**src/core/vssm_pkg.sv**
```systemverilog
// Shared constants for the video sync status monitor
`default_nettype none
package vssm_pkg;
  // Register byte addresses on the control port
  localparam logic [7:0] ADDR_SYNC_FLAGS = 8'h82;
  localparam logic [7:0] ADDR_NOISE = 8'h83;
  localparam logic [7:0] ADDR_SLICER_ID = 8'h84;
  localparam logic [7:0] ADDR_SLICER_RSV = 8'h85;
  localparam logic [7:0] ADDR_ANC = 8'h86;
  localparam logic [7:0] ADDR_ACK_A = 8'h7E;
  localparam logic [7:0] ADDR_ACK_B = 8'h7F;
  // Value of every status register after reset
  localparam logic [7:0] STATUS_RST = 8'h00;
  // Bit positions in the ancillary and PLL register
  localparam int ANC_PLL_BIT = 0;
  localparam int ANC_FIRST_BIT = 1;
  localparam int ANC_KINDS = 5;
  // Ack register A bit positions of the monitored flags
  localparam int ACK_INTERLACE_BIT = 7;
  localparam int ACK_TAPE_BIT = 6;
  localparam int ACK_INSERT_BIT = 5;
  localparam int ACK_FAST_BLANK_BIT = 4;
  // Ack register B bit positions
  localparam int ACK_NEAR_BIT = 1;
  localparam int ACK_TRICK_BIT = 0;
  // Vsync position bands in tenths of a line
  localparam logic [3:0] PCT_DIV = 4'hA;
  localparam logic [3:0] NEAR_A_LO = 4'h2;
  localparam logic [3:0] NEAR_A_HI = 4'h3;
  localparam logic [3:0] NEAR_B_LO = 4'h7;
  localparam logic [3:0] NEAR_B_HI = 4'h8;
  // Standard line counts per field
  localparam logic [9:0] LINES_50_MIN = 10'h136;
  localparam logic [9:0] LINES_50_MAX = 10'h13A;
  localparam logic [9:0] LINES_60_MIN = 10'h104;
  localparam logic [9:0] LINES_60_MAX = 10'h108;
  // Blank shift detection defaults
  localparam logic [7:0] SHIFT_THRESH_DEF = 8'h10;
  localparam logic [7:0] NOISE_LOW_DEF = 8'h20;
endpackage
`default_nettype wire

```
**src/core/vssm_if.sv**
```systemverilog
// Per-field status snapshot carried from the measurer to its readers
`timescale 1ns/1ps
`default_nettype none
interface vssm_if;
  logic vsync_near;
  logic blank_shift;
  logic interlaced;
  logic disc;
  logic tape;
  logic insertion;
  logic fast_blank;
  logic trick;
  logic field_done;
  modport meas(output vsync_near, blank_shift, interlaced, disc, tape, insertion, fast_blank, trick,
    field_done);
  modport mon(input vsync_near, blank_shift, interlaced, disc, tape, insertion, fast_blank, trick,
    field_done);
endinterface
`default_nettype wire

```
**src/core/vssm_field_meas.sv**
```systemverilog
// Line and field measurement with per-field flag snapshot
`timescale 1ns/1ps
`default_nettype none
module vssm_field_meas #(
  parameter int CNT_W = 12,
  parameter int LN_W = 10,
  parameter logic [7:0] SHIFT_THRESH = vssm_pkg::SHIFT_THRESH_DEF,
  parameter logic [7:0] NOISE_LOW = vssm_pkg::NOISE_LOW_DEF
) (
  input wire logic clk,
  input wire logic rst_n,
  input wire logic hsync_pulse,
  input wire logic vsync_pulse,
  input wire logic active_line,
  input wire logic vbi_active,
  input wire logic fast_blank_input,
  input wire logic field_rate_flag,
  input wire logic [7:0] blank_delta,
  input wire logic [7:0] noise_measure,
  input wire logic disc_in,
  input wire logic tape_in,
  vssm_if.meas m
);
  import vssm_pkg::*;
  logic [CNT_W-1:0] pix_cnt_q;
  logic [CNT_W-1:0] line_len_q;
  logic [LN_W-1:0] line_cnt_q;
  logic fb_prev_q, parity_q, fb_acc_q, ins_acc_q, shift_acc_q;
  logic [CNT_W+3:0] pos_x, len_x;
  logic near, parity_now, lines_ok, fb_edge, shift_ev;

  // Vsync position against the last line length, in tenths
  assign pos_x = (CNT_W+4)'(pix_cnt_q) * (CNT_W+4)'(PCT_DIV);
  assign len_x = (CNT_W+4)'(line_len_q);
  assign near = (pos_x >= len_x * NEAR_A_LO && pos_x <= len_x * NEAR_A_HI) ||
    (pos_x >= len_x * NEAR_B_LO && pos_x <= len_x * NEAR_B_HI);
  // Parity decision at the quarter and three-quarter points
  assign parity_now = (pix_cnt_q >= (line_len_q >> 2)) && (pix_cnt_q < line_len_q - (line_len_q >> 2));
  // Standard window chosen by the field rate
  assign lines_ok = field_rate_flag ? (line_cnt_q >= LINES_50_MIN && line_cnt_q <= LINES_50_MAX)
    : (line_cnt_q >= LINES_60_MIN && line_cnt_q <= LINES_60_MAX);
  assign fb_edge = (fast_blank_input != fb_prev_q) && active_line;
  // Shift counts only on a quiet picture, noise would fake it
  assign shift_ev = vbi_active && (blank_delta > SHIFT_THRESH) && (noise_measure < NOISE_LOW);

  // Sample and line counters
  always_ff @(posedge clk or negedge rst_n) begin
    if (!rst_n) begin
      pix_cnt_q <= '0;
      line_len_q <= '0;
      line_cnt_q <= '0;
      fb_prev_q <= 1'b0;
    end else begin
      fb_prev_q <= fast_blank_input;
      if (hsync_pulse) begin
        pix_cnt_q <= '0;
        line_len_q <= pix_cnt_q + CNT_W'(1);
      end else if (!(&pix_cnt_q)) begin
        pix_cnt_q <= pix_cnt_q + CNT_W'(1);
      end
      if (vsync_pulse) begin
        line_cnt_q <= '0;
      end else if (hsync_pulse && !(&line_cnt_q)) begin
        line_cnt_q <= line_cnt_q + LN_W'(1);
      end
    end
  end

  // Events seen during the running field
  always_ff @(posedge clk or negedge rst_n) begin
    if (!rst_n) begin
      fb_acc_q <= 1'b0;
      ins_acc_q <= 1'b0;
      shift_acc_q <= 1'b0;
    end else begin
      fb_acc_q <= !vsync_pulse && (fb_acc_q || fast_blank_input);
      ins_acc_q <= !vsync_pulse && (ins_acc_q || fb_edge);
      shift_acc_q <= !vsync_pulse && (shift_acc_q || shift_ev);
    end
  end

  // Snapshot at each field boundary, held for the whole next field; field_done pulses one clock
  always_ff @(posedge clk or negedge rst_n) begin
    if (!rst_n) begin
      parity_q <= 1'b0;
      m.vsync_near <= 1'b0;
      m.blank_shift <= 1'b0;
      m.interlaced <= 1'b0;
      m.disc <= 1'b0;
      m.tape <= 1'b0;
      m.insertion <= 1'b0;
      m.fast_blank <= 1'b0;
      m.trick <= 1'b0;
      m.field_done <= 1'b0;
    end else begin
      m.field_done <= vsync_pulse;
      if (vsync_pulse) begin
        parity_q <= parity_now;
        m.vsync_near <= near;
        m.interlaced <= parity_now != parity_q;
        m.disc <= disc_in;
        m.tape <= tape_in;
        m.trick <= !lines_ok;
        m.fast_blank <= fb_acc_q || fast_blank_input;
        m.insertion <= ins_acc_q || fb_edge;
        m.blank_shift <= shift_acc_q || shift_ev;
      end
    end
  end

  trick_50_a: assert property (@(posedge clk) disable iff (!rst_n)
    (vsync_pulse && field_rate_flag && line_cnt_q >= 10'd310 && line_cnt_q <= 10'd314) |=> !m.trick)
    else $error("trick flag set on standard 50 Hz field");
  trick_60_a: assert property (@(posedge clk) disable iff (!rst_n)
    (vsync_pulse && !field_rate_flag && (line_cnt_q < 10'd260 || line_cnt_q > 10'd264)) |=> m.trick)
    else $error("trick flag missing on odd 60 Hz field");
  fb_hold_a: assert property (@(posedge clk) disable iff (!rst_n)
    (vsync_pulse && (fb_acc_q || fast_blank_input)) |=> (m.fast_blank throughout (!vsync_pulse [*1])))
    else $error("fast blank flag not held");
endmodule
`default_nettype wire

```
**src/core/vssm_irq_ack.sv**
```systemverilog
// Change-pending bits and self-clearing acknowledge registers
`timescale 1ns/1ps
`default_nettype none
module vssm_irq_ack (
  input wire logic clk,
  input wire logic rst_n,
  vssm_if.mon m,
  input wire logic ack_wr,
  input wire logic [7:0] ack_addr,
  input wire logic [7:0] ack_wdata,
  output logic irq
);
  import vssm_pkg::*;
  logic [15:0] cur, prev_q, pend_q, ack_q;

  // Monitored flags laid out as ack B above ack A
  always_comb begin
    cur = '0;
    cur[ACK_INTERLACE_BIT] = m.interlaced;
    cur[ACK_TAPE_BIT] = m.tape;
    cur[ACK_INSERT_BIT] = m.insertion;
    cur[ACK_FAST_BLANK_BIT] = m.fast_blank;
    cur[8 + ACK_NEAR_BIT] = m.vsync_near;
    cur[8 + ACK_TRICK_BIT] = m.trick;
  end

  // Ack bits live one clock, then fall by themselves
  always_ff @(posedge clk or negedge rst_n) begin
    if (!rst_n) begin
      ack_q <= '0;
    end else begin
      ack_q <= '0;
      if (ack_wr && ack_addr == ADDR_ACK_A) begin
        ack_q[7:0] <= ack_wdata;
      end
      if (ack_wr && ack_addr == ADDR_ACK_B) begin
        ack_q[15:8] <= ack_wdata;
      end
    end
  end

  // A change in the same cycle as its ack stays pending
  always_ff @(posedge clk or negedge rst_n) begin
    if (!rst_n) begin
      prev_q <= '0;
      pend_q <= '0;
    end else begin
      prev_q <= cur;
      pend_q <= (pend_q & ~ack_q) | (cur ^ prev_q);
    end
  end

  assign irq = |pend_q;

  ack_self_clear_a: assert property (@(posedge clk) disable iff (!rst_n)
    (ack_q != 16'h0000 && !ack_wr) |=> ack_q == 16'h0000)
    else $error("ack bit not cleared after one clock");
  change_pend_a: assert property (@(posedge clk) disable iff (!rst_n)
    (cur != prev_q) |=> (irq && ((pend_q & $past(cur ^ prev_q)) == $past(cur ^ prev_q))))
    else $error("flag change did not raise pending");
endmodule
`default_nettype wire

```
**src/core/vssm_top.sv**
```systemverilog
// Video sync status monitor: read-only status bank with field snapshots
//
// How it works
// - Field parity taken from Vsync position against quarter and three-quarter line.
// - Near-threshold flag when Vsync sits at 20-30 or 70-80 percent.
// - Blank shift flag on VBI blank move above threshold with low noise.
// - Interlace flag high for interlaced input, re-evaluated each field.
// - Separate flags for disc player source and tape source.
// - Insertion flag on any fast blank edge inside active line, held next field.
// - Fast blank present flag when input seen high in field, held next field.
// - At 50 Hz, 310 to 314 lines standard, else trick flag.
// - At 60 Hz, 260 to 264 lines standard, else trick flag.
// - Continuously computed 8-bit noise level readable.
// - 6-bit slicer identifier copy, two extra protection bits.
// - Five ancillary data kinds in bits 5..1, bits 7..6 reserved.
// - Bit 0 shows output PLL phase jumps active.
// - Registers 82h to 86h read-only, writes ignored.
// - Field rate flag, one for 50 Hz, picks line window.
// - Any monitored flag change raises pending interrupt until acknowledged.
// - Acknowledge bits clear themselves one clock after being written.
`timescale 1ns/1ps
`default_nettype none
module vssm_top #(
  parameter int CNT_W = 12,
  parameter int LN_W = 10,
  parameter logic [7:0] SHIFT_THRESH = vssm_pkg::SHIFT_THRESH_DEF,
  parameter logic [7:0] NOISE_LOW = vssm_pkg::NOISE_LOW_DEF
) (
  input wire logic clk,
  input wire logic resetn,
  input wire logic hsync_pulse,
  input wire logic vsync_pulse,
  input wire logic active_line,
  input wire logic vbi_active,
  input wire logic fast_blank_input,
  input wire logic field_rate_flag,
  input wire logic [7:0] blank_delta,
  input wire logic [7:0] noise_measure,
  input wire logic disc_source_in,
  input wire logic tape_source_in,
  input wire logic [5:0] slicer_identifier,
  input wire logic guide_data_pulse,
  input wire logic caption_data_pulse,
  input wire logic programme_system_pulse,
  input wire logic teletext_pulse,
  input wire logic widescreen_signal_pulse,
  input wire logic phase_jump_active,
  input wire logic [7:0] reg_addr,
  input wire logic reg_wr,
  input wire logic [7:0] reg_wdata,
  input wire logic reg_rd,
  output logic [7:0] reg_rdata,
  output logic reg_rvalid,
  output logic irq
);
  import vssm_pkg::*;

  logic [1:0] rst_sync_q;
  logic rst_n;
  logic [7:0] noise_q;
  logic [7:0] slicer_q;
  logic [7:0] anc_q;
  logic [ANC_KINDS-1:0] anc_ev;
  logic [ANC_KINDS-1:0] anc_acc_q;
  logic [7:0] sync_flags;
  logic [7:0] rd_mux;
  logic [7:0] rdata_q;
  logic rvalid_q;

  vssm_if fl();

  // Reset goes in at once, comes out after two clean edges
  always_ff @(posedge clk or negedge resetn) begin
    if (!resetn) begin
      rst_sync_q <= 2'b00;
    end else begin
      rst_sync_q <= {rst_sync_q[0], 1'b1};
    end
  end
  assign rst_n = rst_sync_q[1];

  // Line, field and fast blank measurement
  vssm_field_meas #(
    .CNT_W(CNT_W),
    .LN_W(LN_W),
    .SHIFT_THRESH(SHIFT_THRESH),
    .NOISE_LOW(NOISE_LOW)
  ) u_meas (
    .clk(clk),
    .rst_n(rst_n),
    .hsync_pulse(hsync_pulse),
    .vsync_pulse(vsync_pulse),
    .active_line(active_line),
    .vbi_active(vbi_active),
    .fast_blank_input(fast_blank_input),
    .field_rate_flag(field_rate_flag),
    .blank_delta(blank_delta),
    .noise_measure(noise_measure),
    .disc_in(disc_source_in),
    .tape_in(tape_source_in),
    .m(fl.meas)
  );

  // Change detection and acknowledge registers
  vssm_irq_ack u_irq (
    .clk(clk),
    .rst_n(rst_n),
    .m(fl.mon),
    .ack_wr(reg_wr),
    .ack_addr(reg_addr),
    .ack_wdata(reg_wdata),
    .irq(irq)
  );

  // Noise follows the measurement every clock, no field latching
  always_ff @(posedge clk or negedge rst_n) begin
    if (!rst_n) begin
      noise_q <= STATUS_RST;
    end else begin
      noise_q <= noise_measure;
    end
  end

  // Slicer id copy: bit 6 parity of even bits, bit 7 of odd bits
  always_ff @(posedge clk or negedge rst_n) begin
    if (!rst_n) begin
      slicer_q <= STATUS_RST;
    end else begin
      slicer_q[5:0] <= slicer_identifier;
      slicer_q[6] <= slicer_identifier[0] ^ slicer_identifier[2] ^ slicer_identifier[4];
      slicer_q[7] <= slicer_identifier[1] ^ slicer_identifier[3] ^ slicer_identifier[5];
    end
  end

  // Ancillary detections, highest bit first
  assign anc_ev = {guide_data_pulse, caption_data_pulse, programme_system_pulse, teletext_pulse,
    widescreen_signal_pulse};

  // Per-kind sticky catch over the field, snapshot at its end
  for (genvar i = 0; i < ANC_KINDS; i++) begin : g_anc
    always_ff @(posedge clk or negedge rst_n) begin
      if (!rst_n) begin
        anc_acc_q[i] <= 1'b0;
        anc_q[ANC_FIRST_BIT + i] <= 1'b0;
      end else begin
        // Pulse in the boundary cycle belongs to the closing field
        anc_acc_q[i] <= !fl.field_done && (anc_acc_q[i] || anc_ev[i]);
        if (fl.field_done) begin
          anc_q[ANC_FIRST_BIT + i] <= anc_acc_q[i] || anc_ev[i];
        end
      end
    end
  end

  // Phase jump state is live, the PLL can switch mid-field
  always_ff @(posedge clk or negedge rst_n) begin
    if (!rst_n) begin
      anc_q[ANC_PLL_BIT] <= 1'b0;
      anc_q[7:6] <= 2'b00;
    end else begin
      anc_q[ANC_PLL_BIT] <= phase_jump_active;
      anc_q[7:6] <= 2'b00;
    end
  end

  // Condition flags, vsync-near in bit 7 down to trick in bit 0
  assign sync_flags = {fl.vsync_near, fl.blank_shift, fl.interlaced, fl.disc, fl.tape, fl.insertion,
    fl.fast_blank, fl.trick};

  // Read decode; ack and unmapped addresses read as zero
  always_comb begin
    unique case (reg_addr)
      ADDR_SYNC_FLAGS: rd_mux = sync_flags;
      ADDR_NOISE: rd_mux = noise_q;
      ADDR_SLICER_ID: rd_mux = slicer_q;
      ADDR_SLICER_RSV: rd_mux = STATUS_RST;
      ADDR_ANC: rd_mux = anc_q;
      default: rd_mux = 8'h00;
    endcase
  end

  // Read data one clock after the strobe; writes never touch these
  always_ff @(posedge clk or negedge rst_n) begin
    if (!rst_n) begin
      rdata_q <= 8'h00;
      rvalid_q <= 1'b0;
    end else begin
      rvalid_q <= reg_rd;
      if (reg_rd) begin
        rdata_q <= rd_mux;
      end
    end
  end

  assign reg_rdata = rdata_q;
  assign reg_rvalid = rvalid_q;

  noise_track_a: assert property (@(posedge clk) disable iff (!rst_n)
    1'b1 |=> noise_q == $past(noise_measure))
    else $error("noise level not tracking measurement");

  slicer_copy_a: assert property (@(posedge clk) disable iff (!rst_n)
    1'b1 |=> (slicer_q[5:0] == $past(slicer_identifier) &&
    slicer_q[6] == ^($past(slicer_identifier) & 6'h15) &&
    slicer_q[7] == ^($past(slicer_identifier) & 6'h2A)))
    else $error("slicer id copy or protection wrong");

  anc_capture_a: assert property (@(posedge clk) disable iff (!rst_n)
    (fl.field_done && guide_data_pulse) |=> anc_q[5])
    else $error("guide data not captured at field end");

  anc_reserved_a: assert property (@(posedge clk) disable iff (!rst_n)
    anc_q[7:6] == 2'b00)
    else $error("reserved ancillary bits not zero");

  anc_snapshot_a: assert property (@(posedge clk) disable iff (!rst_n)
    !fl.field_done |=> $stable(anc_q[5:1]))
    else $error("ancillary flags moved inside a field");

  anc_clear_a: assert property (@(posedge clk) disable iff (!rst_n)
    fl.field_done |=> (anc_q[5:1] & ~$past(anc_acc_q | anc_ev)) == 5'h00)
    else $error("quiet field left ancillary flags set");

  pll_bit_a: assert property (@(posedge clk) disable iff (!rst_n)
    $rose(phase_jump_active) |=> anc_q[0])
    else $error("phase jump bit missed rise");

  ro_write_a: assert property (@(posedge clk) disable iff (!rst_n)
    (reg_wr && reg_addr >= 8'h82 && reg_addr <= 8'h86 && !vsync_pulse) |=> $stable(sync_flags))
    else $error("write changed read-only flags");

  read_answer_a: assert property (@(posedge clk) disable iff (!rst_n)
    (reg_rd && reg_addr == 8'h86) |=> (reg_rvalid && reg_rdata == $past(anc_q)))
    else $error("read of 86h gave wrong answer");

  read_ack_zero_a: assert property (@(posedge clk) disable iff (!rst_n)
    (reg_rd && (reg_addr == 8'h7E || reg_addr == 8'h7F)) |=> reg_rdata == 8'h00)
    else $error("ack register readable");

  rvalid_once_a: assert property (@(posedge clk) disable iff (!rst_n)
    !reg_rd |=> !reg_rvalid)
    else $error("read valid without strobe");
endmodule
`default_nettype wire

```
**config.mk**
```make
export PLATFORM = sky130hd
export DESIGN_NAME = vssm_top
export DESIGN_NICKNAME = d
export VERILOG_FILES = /design/src/core/vssm_pkg.sv /design/src/core/vssm_if.sv /design/src/core/vssm_field_meas.sv /design/src/core/vssm_irq_ack.sv /design/src/core/vssm_top.sv
export SDC_FILE = /design/constraint.sdc
export NUM_CORES = 1
export LEC_CHECK = 0
export BUFFER_PORTS_ARGS = -buffer_cell sky130_fd_sc_hd__buf_2
export CAP_MARGIN = 40
export CORE_MARGIN = 3
export CORE_UTILIZATION = 40
export CTS_BUF_LIST = sky130_fd_sc_hd__clkbuf_8
export DETAILED_ROUTE_END_ITERATION = 16
export PLACE_DENSITY = 0.61
export REMOVE_ABC_BUFFERS = 1
export SLEW_MARGIN = 20
export SYNTH_ARGS = -nofsm -noshare
export SYNTH_HDL_FRONTEND = slang
export SYNTH_HIERARCHICAL = 1
export SYNTH_SLANG_ARGS = --single-unit
```
**constraint.sdc**
```tcl
create_clock -name clk -period 4.6 [get_ports clk]
set_input_delay 0.69 -clock clk [delete_from_list [all_inputs] [get_ports clk]]
set_output_delay 0.69 -clock clk [all_outputs]
set_load 0.02 [all_outputs]
```
==> flow_metrics.env, run 1 <==
export IMPL_fillers=2043
export IMPL_drv_slew=0
export IMPL_ys_seq_elements=124
export IMPL_vias=6735
export IMPL_syn2layout_area_growth_pct=12.4
export IMPL_finalCriticalPeriod_ns=4.20
export IMPL_crit_buf_inv=1
export IMPL_layout_common_cells="ha_1 (130), dfrtp_1 (123), nor2_1 (76), inv_1 (69), a21oi_1 (67)"
export IMPL_crit_path_frequent_cell="a21oi_1"
export IMPL_drt_wl_total_mm=20.1
export IMPL_synth_area_leader_cell="dfrtp_1"
export IMPL_rsz0062_at_grt="no"
export IMPL_grt_pass1_vias=6807
export IMPL_drive_above_1_share=0.151
export IMPL_place_congestion=0.846
export IMPL_r2r_slack_ns=0.40
export IMPL_crit_fanout=5
export IMPL_cp_required_ns=4.93
export IMPL_ctsResizeCount=0
export IMPL_arrival_ns=4.54
export IMPL_holdWs_ns=0.114
export IMPL_setup_tns_ns=0
export IMPL_path_class="flop to flop"
export IMPL_seq_area_frac_synth=0.350
export IMPL_synth_edf_count=0
export IMPL_synth_cell_types=79
export IMPL_hold_path_class="flop to asynchronous set/reset pin"
export IMPL_cap_violations=0
export IMPL_syn_area_per_cell_um2=9.83
export IMPL_cts_sinks=124
export IMPL_fin_skew_ns=0.0138
export IMPL_port_buffers=65
export IMPL_worst_pin_slew_ns=0.595
export IMPL_drt_initial_drc_count=399
export IMPL_grt_pass1_wl_mm=33.8
export IMPL_netlist_area_mm2=0.00887
export IMPL_cts_setup_buffers=0
export IMPL_final_common_cell="ha_1"
export IMPL_leakage_nw=4.84
export IMPL_htree_num_levels=4
export IMPL_ys_warn_count=6
export IMPL_cts_root_buf="clkbuf_8"
export IMPL_hpwl_mm=15.5
export IMPL_grt_use_total=0.173
export IMPL_ant_nets=0
export IMPL_antenna_found_initial=0
export IMPL_vdd_drop_max_uv=168
export IMPL_crit_family="compound AO/OA/AOI/OAI gates"
export IMPL_dieWidth_um=155
export IMPL_power_density_mw_per_mm2=303
export IMPL_cts_max_path_buffers=2
export IMPL_finalSetupViolCount=0
export IMPL_core_rowCount=53
export IMPL_status="finished clean"
export IMPL_cts_buffers=17
export IMPL_slowest_delay_ns=0.54
export IMPL_hold_viol=0
export IMPL_cpMaxStageDelayCell="fa_1"
export IMPL_die_area_mm2=0.0240
export IMPL_dp_cells=1233
export IMPL_ys_top_cells_by_area="dfrtp_1 (35%), ha_1 (18%), a21oi_1 (3.8%)"
export IMPL_synthFlopType="dfrtp_1"
export IMPL_n_antenna_cell=0
export IMPL_io_pins=66
export IMPL_instances_no_fill=1267
export IMPL_slew_headroom=0.593
export IMPL_nets=1180
export IMPL_syn_inst=903
export IMPL_max_freq_ghz=0.238
export IMPL_routedWlPerCell_um=15.9
export IMPL_cts_tree="done"
export IMPL_async_flop_share=1.00
export IMPL_grt_max_degree=60
export IMPL_routed_via_density=5.32
export IMPL_coreArea_mm2=0.0214
export IMPL_min_period_over_period=0.913
export IMPL_cp_end_kind="flop"
export IMPL_power_w=0.00302
export IMPL_clkTransAtPathRegs_ns=0.09
export IMPL_drt_pass1_iter_count=6
export IMPL_drc=0
export IMPL_cp_start_kind="flop"
export IMPL_yosysTopAreaCellShare=0.350
export IMPL_die_h_um=155
export IMPL_overflow=0
export IMPL_crit_chain="fa_1 -> ha_1 -> inv_1 -> fa_1 -> nor2b_1 -> o21ai_2 -> a21oi_1 -> o21ai_0 -> a21oi_1 -> a311oi_1 -> xor2_1 -> ha_1 -> nand2_1 -> a21oi_1 -> a2111oi_0 -> a21oi_1 -> o32a_1 -> o31a_1"
export IMPL_clk_latency_ns=0.44
export IMPL_initial_utilization=0.414
==> path summary, 6_finish.rpt <==
| kind | startpoint | to | cells past startpoint |
|---|---|---|---|
| setup reg to reg | u_meas/line_len_q[2] | u_meas/m.vsync_near | 18 |
| min in group clk | noise_measure[0] | noise_q[0] | 1 |
| hold reg to reg | rst_sync_q[1] | reg_rdata[4] | 0 |
| max in group asynchronous | rst_sync_q[1] | u_irq/ack_q[7] | 2 |
| hold / removal | rst_sync_q[1] | reg_rdata[4] | 0 |
| setup / recovery | u_meas/line_len_q[2] | u_meas/m.vsync_near | 18 |
==> final cells by class <==
class,count,area (um2),area share
multi-input combinational,687,5390,0.541
sequential,124,3110,0.311
timing repair buffer,80,460,0.0462
tap,275,344,0.0345
inverter,69,259,0.0260
clock buffer,17,234,0.0235
clock inverter,15,176,0.0177
==> layer usage <==
metal / track usage / vias up / part of all wire / wire length [um]
met5: 0 / - / 0 / 0
met4: 0.0521 / 0 / 0.017 / 333
met3: 0.0295 / 24 / 0.049 / 992
met2: 0.281 / 157 / 0.46 / 9280
met1: 0.238 / 3158 / 0.47 / 9540
li1: - / 3396 / - / -
==> stage by stage <==
| stage | area, um2 | setup WS, ns | util |
|---|---|---|---|
| 4_1_cts | 9950 | 0.352 | 0.464 |
| 3_5_place_dp | 9530 | 0.387 | 0.445 |
| 2_1_floorplan | 8760 | 0.625 | - |
| 3_3_place_gp | 9530 | 0.434 | 0.445 |
| 6_report | 9970 | 0.399 | 0.466 |
| 5_1_grt | 9970 | 0.0613 | 0.466 |
==> power breakdown <==
part           total [W]  switching, W  internal [W]  leakage [nW]
combinational   0.000835      0.000469      0.000367          3.07
clock            0.00101      0.000504      0.000502         0.203
sequential       0.00118     0.0000494       0.00113          1.56
total            0.00302       0.00102       0.00200          4.84
==> cell usage after synthesis (6+ instances only) <==
cell type	n
ha_1	130
dfrtp_1	124
nor2_1	76
inv_1	69
a21oi_1	67
o21ai_0	49
nand2_1	41
xnor2_1	34
xor2_1	26
nor2b_1	22
nand3_1	21
fa_1	15
nand4_1	15
nor3_1	15
clkbuf_1	13
nor4_1	13
nand2b_1	10
a21o_1	9
nor3_2	9
o21a_1	9
o22ai_1	9
a2111oi_0	7
mux2i_1	7
a222oi_1	6
mux2_4	6
==> cells by family after synthesis <==
kind of cell / count (synthesis) / share of synthesized area
AND/OR/NAND/NOR: 258 / 0.159
AO/OA/AOI/OAI: 206 / 0.149
adder cells (fa/ha/maj): 145 / 0.217
flip-flops: 124 / 0.350
buffers and inverters: 92 / 0.0424
XOR/XNOR: 60 / 0.0592
multiplexers: 17 / 0.0231
other: 1 / 0.000423
==> state kept, by name (all words and copies together), names as in the netlist, 8 cells and up <==
name               flops
noise_q                8
reg_rdata              8
slicer_q               8
u_irq/ack_q           16
u_irq/pend_q          16
u_meas/line_cnt_q     10
u_meas/line_len_q     12
u_meas/pix_cnt_q      12
==> timing repair <==
action                                  in CTS  in global routing
endpoints found under the setup margin       0                  0
hold endpoints to repair                     2                  0
hold buffers                                 1                  0
No activity file was read; power rests on OpenSTA's default activity.
==> inputs of run 2 (changes only) <==
--- a/config.mk
+++ b/config.mk
@@ -5,13 +5,16 @@
 export SDC_FILE = /design/constraint.sdc
 export NUM_CORES = 1
 export LEC_CHECK = 0
+export ABC_CLOCK_PERIOD_IN_PS = 4600
 export BUFFER_PORTS_ARGS = -buffer_cell sky130_fd_sc_hd__buf_2
 export CAP_MARGIN = 40
+export CELL_PAD_IN_SITES_DETAIL_PLACEMENT = 1
+export CELL_PAD_IN_SITES_GLOBAL_PLACEMENT = 1
 export CORE_MARGIN = 3
 export CORE_UTILIZATION = 40
 export CTS_BUF_LIST = sky130_fd_sc_hd__clkbuf_8
 export DETAILED_ROUTE_END_ITERATION = 16
-export PLACE_DENSITY = 0.61
+export PLACE_DENSITY = 0.73
 export REMOVE_ABC_BUFFERS = 1
 export SLEW_MARGIN = 20
 export SYNTH_ARGS = -nofsm -noshare
==> flow_metrics.env, run 2 (same netlist as run 1, synthesis figures left out) <==
export IMPL_slew_headroom=0.559
export IMPL_overflow=0
export IMPL_max_freq_ghz=0.231
export IMPL_status="finished clean"
export IMPL_routedWlPerCell_um=18.2
export IMPL_crit_family="compound AO/OA/AOI/OAI gates"
export IMPL_cp_required_ns=4.95
export IMPL_drv_slew=0
export IMPL_fin_skew_ns=0.0153
export IMPL_coreArea_mm2=0.0214
export IMPL_dieWidth_um=155
export IMPL_cts_root_buf="clkbuf_8"
export IMPL_hold_viol=0
export IMPL_crit_fanout=5
export IMPL_slowest_delay_ns=0.51
export IMPL_hpwl_mm=17.8
export IMPL_io_pins=66
export IMPL_setup_tns_ns=0
export IMPL_drc=0
export IMPL_htree_num_levels=4
export IMPL_grt_pass1_wl_mm=38.6
export IMPL_cp_start_kind="flop"
export IMPL_finalCriticalPeriod_ns=4.32
export IMPL_grt_max_degree=47
export IMPL_cts_max_path_buffers=2
export IMPL_n_antenna_cell=0
export IMPL_finalSetupViolCount=0
export IMPL_grt_use_total=0.200
export IMPL_drt_wl_total_mm=23.0
export IMPL_power_w=0.00304
export IMPL_layout_common_cells="ha_1 (130), dfrtp_1 (122), nor2_1 (76), inv_1 (69), a21oi_1 (67)"
export IMPL_crit_buf_inv=1
export IMPL_drt_pass1_iter_count=4
export IMPL_reg_top3="u_irq/ack_q: 16 flops, u_irq/pend_q: 16 flops"
export IMPL_cp_end_kind="flop"
export IMPL_cpMaxStageDelayCell="fa_1"
export IMPL_hold_path_class="flop to asynchronous set/reset pin"
export IMPL_worst_pin_slew_ns=0.657
export IMPL_cts_sinks=124
export IMPL_die_h_um=155
export IMPL_grt_pass1_vias=7579
export IMPL_min_period_over_period=0.940
export IMPL_drive_above_1_share=0.153
export IMPL_arrival_ns=4.68
export IMPL_cts_buffers=17
export IMPL_vdd_drop_max_uv=169
export IMPL_rsz0062_at_grt="no"
export IMPL_power_density_mw_per_mm2=305
export IMPL_antenna_found_initial=0
export IMPL_die_area_mm2=0.0240
export IMPL_syn2layout_area_growth_pct=12.3
export IMPL_drt_initial_drc_count=240
export IMPL_leakage_nw=4.84
export IMPL_final_common_cell="ha_1"
export IMPL_crit_path_frequent_cell="a21oi_1"
export IMPL_cap_violations=0
export IMPL_vias=6985
export IMPL_clk_latency_ns=0.46
export IMPL_nets=1181
export IMPL_path_class="flop to flop"
export IMPL_place_congestion=0.817
export IMPL_cts_setup_buffers=0
export IMPL_ant_nets=0
export IMPL_routed_via_density=5.51
export IMPL_cts_tree="done"
export IMPL_core_rowCount=53
export IMPL_crit_chain="fa_1 -> ha_1 -> inv_1 -> fa_1 -> nor2b_1 -> o21ai_2 -> a21oi_1 -> o21ai_0 -> a21oi_1 -> a311oi_1 -> xor2_1 -> ha_1 -> nand2_1 -> a21oi_1 -> a2111oi_0 -> a21oi_1 -> o32a_1 -> o31a_1"
export IMPL_clkTransAtPathRegs_ns=0.09
export IMPL_initial_utilization=0.414
export IMPL_port_buffers=65
[run 2: changes by cell type in the layout (fill, tap and decap cells not counted)]
| cell | before | now |
|---|---|---|
| buf_4 | 13 | 14 |
| dfrtp_1 | 123 | 122 |
| o311ai_1 | 0 | 1 |
| inv_8 | 2 | 3 |
| bufinv_16 | 2 | 1 |
| o311ai_0 | 2 | 1 |
| dfrtp_2 | 0 | 1 |
| clkinv_8 | 0 | 1 |
| clkinv_4 | 2 | 3 |
| clkinvlp_4 | 2 | 0 |
| buf_12 | 0 | 1 |
| buf_16 | 1 | 0 |
[run 2: final cells by class]
cell class	instances	area (um2)
Timing Repair Buffer	81	460
Fill cell	2471	11500
Tap cell	275	344
Multi-Input combinational cell	687	5390
Clock inverter	15	168
Inverter	69	259
Clock buffer	17	234
Sequential cell	124	3110
[run 2: per-stage QoR]
step	worst slack (ns)	hold slack, ns	cells	util	instance area (um2)
4_1_cts	0.217	0.272	1268	0.465	9970
6_report	0.276	0.254	1268	0.465	9970
5_1_grt	0.0294	0.293	1268	0.465	9970
2_1_floorplan	0.625	0.331	880	-	8760
3_5_place_dp	0.264	0.260	1235	0.446	9550
3_3_place_gp	0.458	0.337	1234	0.445	9530
[run 2: worst reg2reg max path, cell delays in order (launching register included)]
cell	delay, ns
dfrtp_1	0.47
fa_1	0.51
ha_1	0.16
inv_1	0.06
fa_1	0.40
nor2b_1	0.15
o21ai_2	0.07
a21oi_1	0.17
o21ai_0	0.12
a21oi_1	0.24
a311oi_1	0.18
xor2_1	0.18
ha_1	0.33
nand2_1	0.08
a21oi_1	0.04
a2111oi_0	0.45
a21oi_1	0.15
o32a_1	0.20
o31a_1	0.28
[run 2: timing repair]
action                     4_1_cts  5_1_grt
hold endpoints to repair         2        0
setup endpoints to repair        0        3
resized for setup                0        2
hold buffers                     1        0
[run 2: worst paths after layout]
check	start	slack [ns]	depth (start not counted)	to
max	u_meas/line_len_q[2]	0.28	18	u_meas/m.vsync_near
min	rst_sync_q[1]	0.25	0	reg_rdata[0]
max reg2reg	u_meas/line_len_q[2]	0.28	18	u_meas/m.vsync_near
min reg2reg	rst_sync_q[1]	0.25	0	reg_rdata[0]
max in group asynchronous	rst_sync_q[1]	3.38	1	u_meas/line_len_q[10]
min in group clk	noise_measure[3]	0.33	1	noise_q[3]
[run 2: routing by layer]
layer	global-route usage	part of all wire	routed length, um	vias up
li1	-	-	-	3397
met1	0.263	0.46	10600	3463
met2	0.345	0.49	11400	101
met3	0.0273	0.033	751	24
met4	0.0585	0.015	352	0
met5	0	0	0	-
[run 2: power by group]
part / switching, W / internal [W] / total, W
Sequential: 0.0000544 / 0.00113 / 0.00119
Clock: 0.000533 / 0.000456 / 0.000989
Combinational: 0.000489 / 0.000371 / 0.000860
==> inputs of run 3 (changes only) <==
--- a/config.mk
+++ b/config.mk
@@ -19,5 +19,4 @@
 export SLEW_MARGIN = 20
 export SYNTH_ARGS = -nofsm -noshare
 export SYNTH_HDL_FRONTEND = slang
-export SYNTH_HIERARCHICAL = 1
 export SYNTH_SLANG_ARGS = --single-unit
==> flow_metrics.env, run 3 <==
export IMPL_status="finished clean"
export IMPL_grt_pass1_vias=7016
export IMPL_cts_tree="done"
export IMPL_drt_initial_drc_count=281
export IMPL_place_area_mm2=0.00921
export IMPL_cp_required_ns=4.93
export IMPL_grt_use_total=0.193
export IMPL_drv_slew=0
export IMPL_seq_area_frac_synth=0.364
export IMPL_cpMaxStageDelayCell="fa_1"
export IMPL_hold_path_class="flop to asynchronous set/reset pin"
export IMPL_drt_pass1_iter_count=4
export IMPL_async_flop_share=1.00
export IMPL_port_buffers=65
export IMPL_syn_area_per_cell_um2=9.99
export IMPL_cts_buffers=17
export IMPL_crit_chain="fa_1 -> ha_1 -> inv_1 -> fa_1 -> nor2b_1 -> o21ai_1 -> a21oi_1 -> o21ai_1 -> a21oi_1 -> xnor2_1 -> ha_1 -> a21o_1 -> a2111oi_1 -> nand2_1 -> o221ai_1 -> a21oi_1 -> o21ai_1 -> a31o_1 -> a21oi_1"
export IMPL_power_w=0.00297
export IMPL_slew_headroom=0.451
export IMPL_fillers=2401
export IMPL_clkTransAtPathRegs_ns=0.09
export IMPL_crit_path_frequent_cell="a21oi_1"
export IMPL_design_area_mm2=0.00961
export IMPL_max_freq_ghz=0.237
export IMPL_ys_top_cells_by_area="dfrtp_1 (36%), ha_1 (19%), xnor2_1 (4.3%)"
export IMPL_die_area_mm2=0.0231
export IMPL_synthTopCellsByCount="ha_1 (130), dfrtp_1 (124), nor2_1 (75), a21oi_1 (68), inv_1 (53)"
export IMPL_clk_latency_ns=0.44
export IMPL_antenna_found_initial=0
export IMPL_p_seq_frac=0.403
export IMPL_r2r_start="u_meas.line_len_q[0]"
export IMPL_setup_tns_ns=0
export IMPL_routedWlPerCell_um=17.9
export IMPL_r2r_slack_ns=0.39
export IMPL_finalCriticalPeriod_ns=4.21
export IMPL_crit_fanout=7
export IMPL_min_period_over_period=0.916
export IMPL_instances_no_fill=1218
export IMPL_place_congestion=0.802
export IMPL_synthFlopType="dfrtp_1"
export IMPL_leakage_nw=4.69
export IMPL_die_h_um=152
export IMPL_hold_viol=0
export IMPL_cts_sinks=124
export IMPL_coreArea_mm2=0.0206
export IMPL_worst_pin_slew_ns=0.824
export IMPL_power_switching_w=0.00103
export IMPL_path_class="flop to flop"
export IMPL_layout_common_cells="ha_1 (130), dfrtp_1 (122), nor2_1 (75), a21oi_1 (68), buf_2 (65)"
export IMPL_routed_via_density=5.46
export IMPL_htree_num_levels=4
export IMPL_ys_warn_count=0
export IMPL_vdd_drop_max_uv=161
export IMPL_hpwl_mm=16.9
export IMPL_n_antenna_cell=0
export IMPL_synth_cell_types=68
export IMPL_clock_power_share=0.325
export IMPL_arrival_ns=4.54
export IMPL_cp_start_kind="flop"
export IMPL_drc=0
export IMPL_drive_above_1_share=0.137
export IMPL_core_rowCount=52
export IMPL_p_int_w=0.00194
export IMPL_grt_max_degree=44
export IMPL_rsz0062_at_grt="no"
export IMPL_overflow=0
export IMPL_io_pins=66
export IMPL_slowest_delay_ns=0.56
export IMPL_initial_utilization=0.414
export IMPL_cts_setup_buffers=0
export IMPL_cts_max_path_buffers=2
export IMPL_synth_most_common_cell="ha_1"
export IMPL_syn2layout_area_growth_pct=12.8
export IMPL_grt_pass1_wl_mm=36.6
export IMPL_cp_end_kind="flop"
export IMPL_ff2ff_path_depth=19
export IMPL_synth_edf_count=0
export IMPL_yosysTopAreaCellShare=0.364
export IMPL_finalSetupViolCount=0
export IMPL_vias=6655
export IMPL_startpoint="u_meas.line_len_q[0]"
export IMPL_holdWs_ns=0.349
export IMPL_power_density_mw_per_mm2=309
export IMPL_fin_skew_ns=0.0125
export IMPL_ant_nets=0
export IMPL_ys_seq_elements=124
export IMPL_reg_top3="u_irq.ack_q: 16 flops, u_irq.pend_q: 16 flops"
export IMPL_drt_wl_total_mm=21.8
export IMPL_netlist_area_mm2=0.00852
export IMPL_p_comb_frac=0.273
export IMPL_cap_violations=0
export IMPL_synth_area_leader_cell="dfrtp_1"
export IMPL_reg2reg_to="u_meas.m.vsync_near"
export IMPL_switching_share=0.348
export IMPL_syn_inst=853
export IMPL_nets=1136
export IMPL_cts_root_buf="clkbuf_8"
export IMPL_dp_cells=1185
export IMPL_final_common_cell="ha_1"
export IMPL_dieWidth_um=152
[run 3: area by class of cell]
class	count	area (um2)	share of cell area
tap	270	338	0.0352
clock buffer	17	234	0.0244
timing repair buffer	75	403	0.0419
sequential	124	3110	0.324
inverter	54	215	0.0224
clock inverter	15	154	0.0160
multi-input combinational	663	5150	0.537
[run 3: cells by family after synthesis]
logic type,after synthesis,share of synthesized area
and+or+nand+nor,233,0.141
AOI/OAI and AO/OA,211,0.161
adders and majority gates,145,0.226
DFF,124,0.364
xor gates and xnor gates,67,0.0689
buffers and inverters,66,0.0308
muxes,6,0.00734
other,1,0.000440
[run 3: metal layers]
layer	part of all wire	track usage
met2	0.49	0.329
met4	0.012	0.0437
met1	0.47	0.260
met3	0.030	0.0330
met5	0	0
[run 3: through the flow]
step                       util  setup slack [ns]
after floorplan               -             0.709
after global placement    0.448             0.527
after detailed placement  0.448             0.392
after CTS                 0.467             0.357
after global routing      0.467            0.0268
final                     0.467             0.387
[run 3: how the worst max path moves through the flow]
| stage | depth (start not counted) | end |
|---|---|---|
| after CTS | 19 | u_meas.m.vsync_near |
| after global placement | 19 | u_meas.m.vsync_near |
| after global routing | 19 | u_meas.m.vsync_near |
| after floorplan | 19 | u_meas.m.vsync_near |
| after detailed placement | 19 | u_meas.m.vsync_near |
| final | 19 | u_meas.m.vsync_near |
[run 3: power groups by stage]
stage	clock network, W	logic, W	registers, W
floorplan	0	0.000569	0.00122
global placement	0	0.000785	0.00122
detailed placement	0	0.000817	0.00122
CTS	0.000994	0.000824	0.00120
global route	0.00105	0.000927	0.00121
finish	0.000964	0.000811	0.00120
[run 3: what timing repair did]
item                                    CTS  global route
hold buffers                              1             0
gates resized for setup                   0             2
endpoints found under the hold margin     2             0
endpoints found under the setup margin    0             1
[run 3: worst max-delay path: cells and delay by family, from the launching register on]
| family | cells | cell delay, ns |
|---|---|---|
| fa+ha+maj | 4 | 1.40 |
| buf+inv | 1 | 0.06 |
| flops | 1 | 0.48 |
| simple gates | 2 | 0.24 |
| xor+xnor | 1 | 0.15 |
| compound gates | 11 | 1.78 |
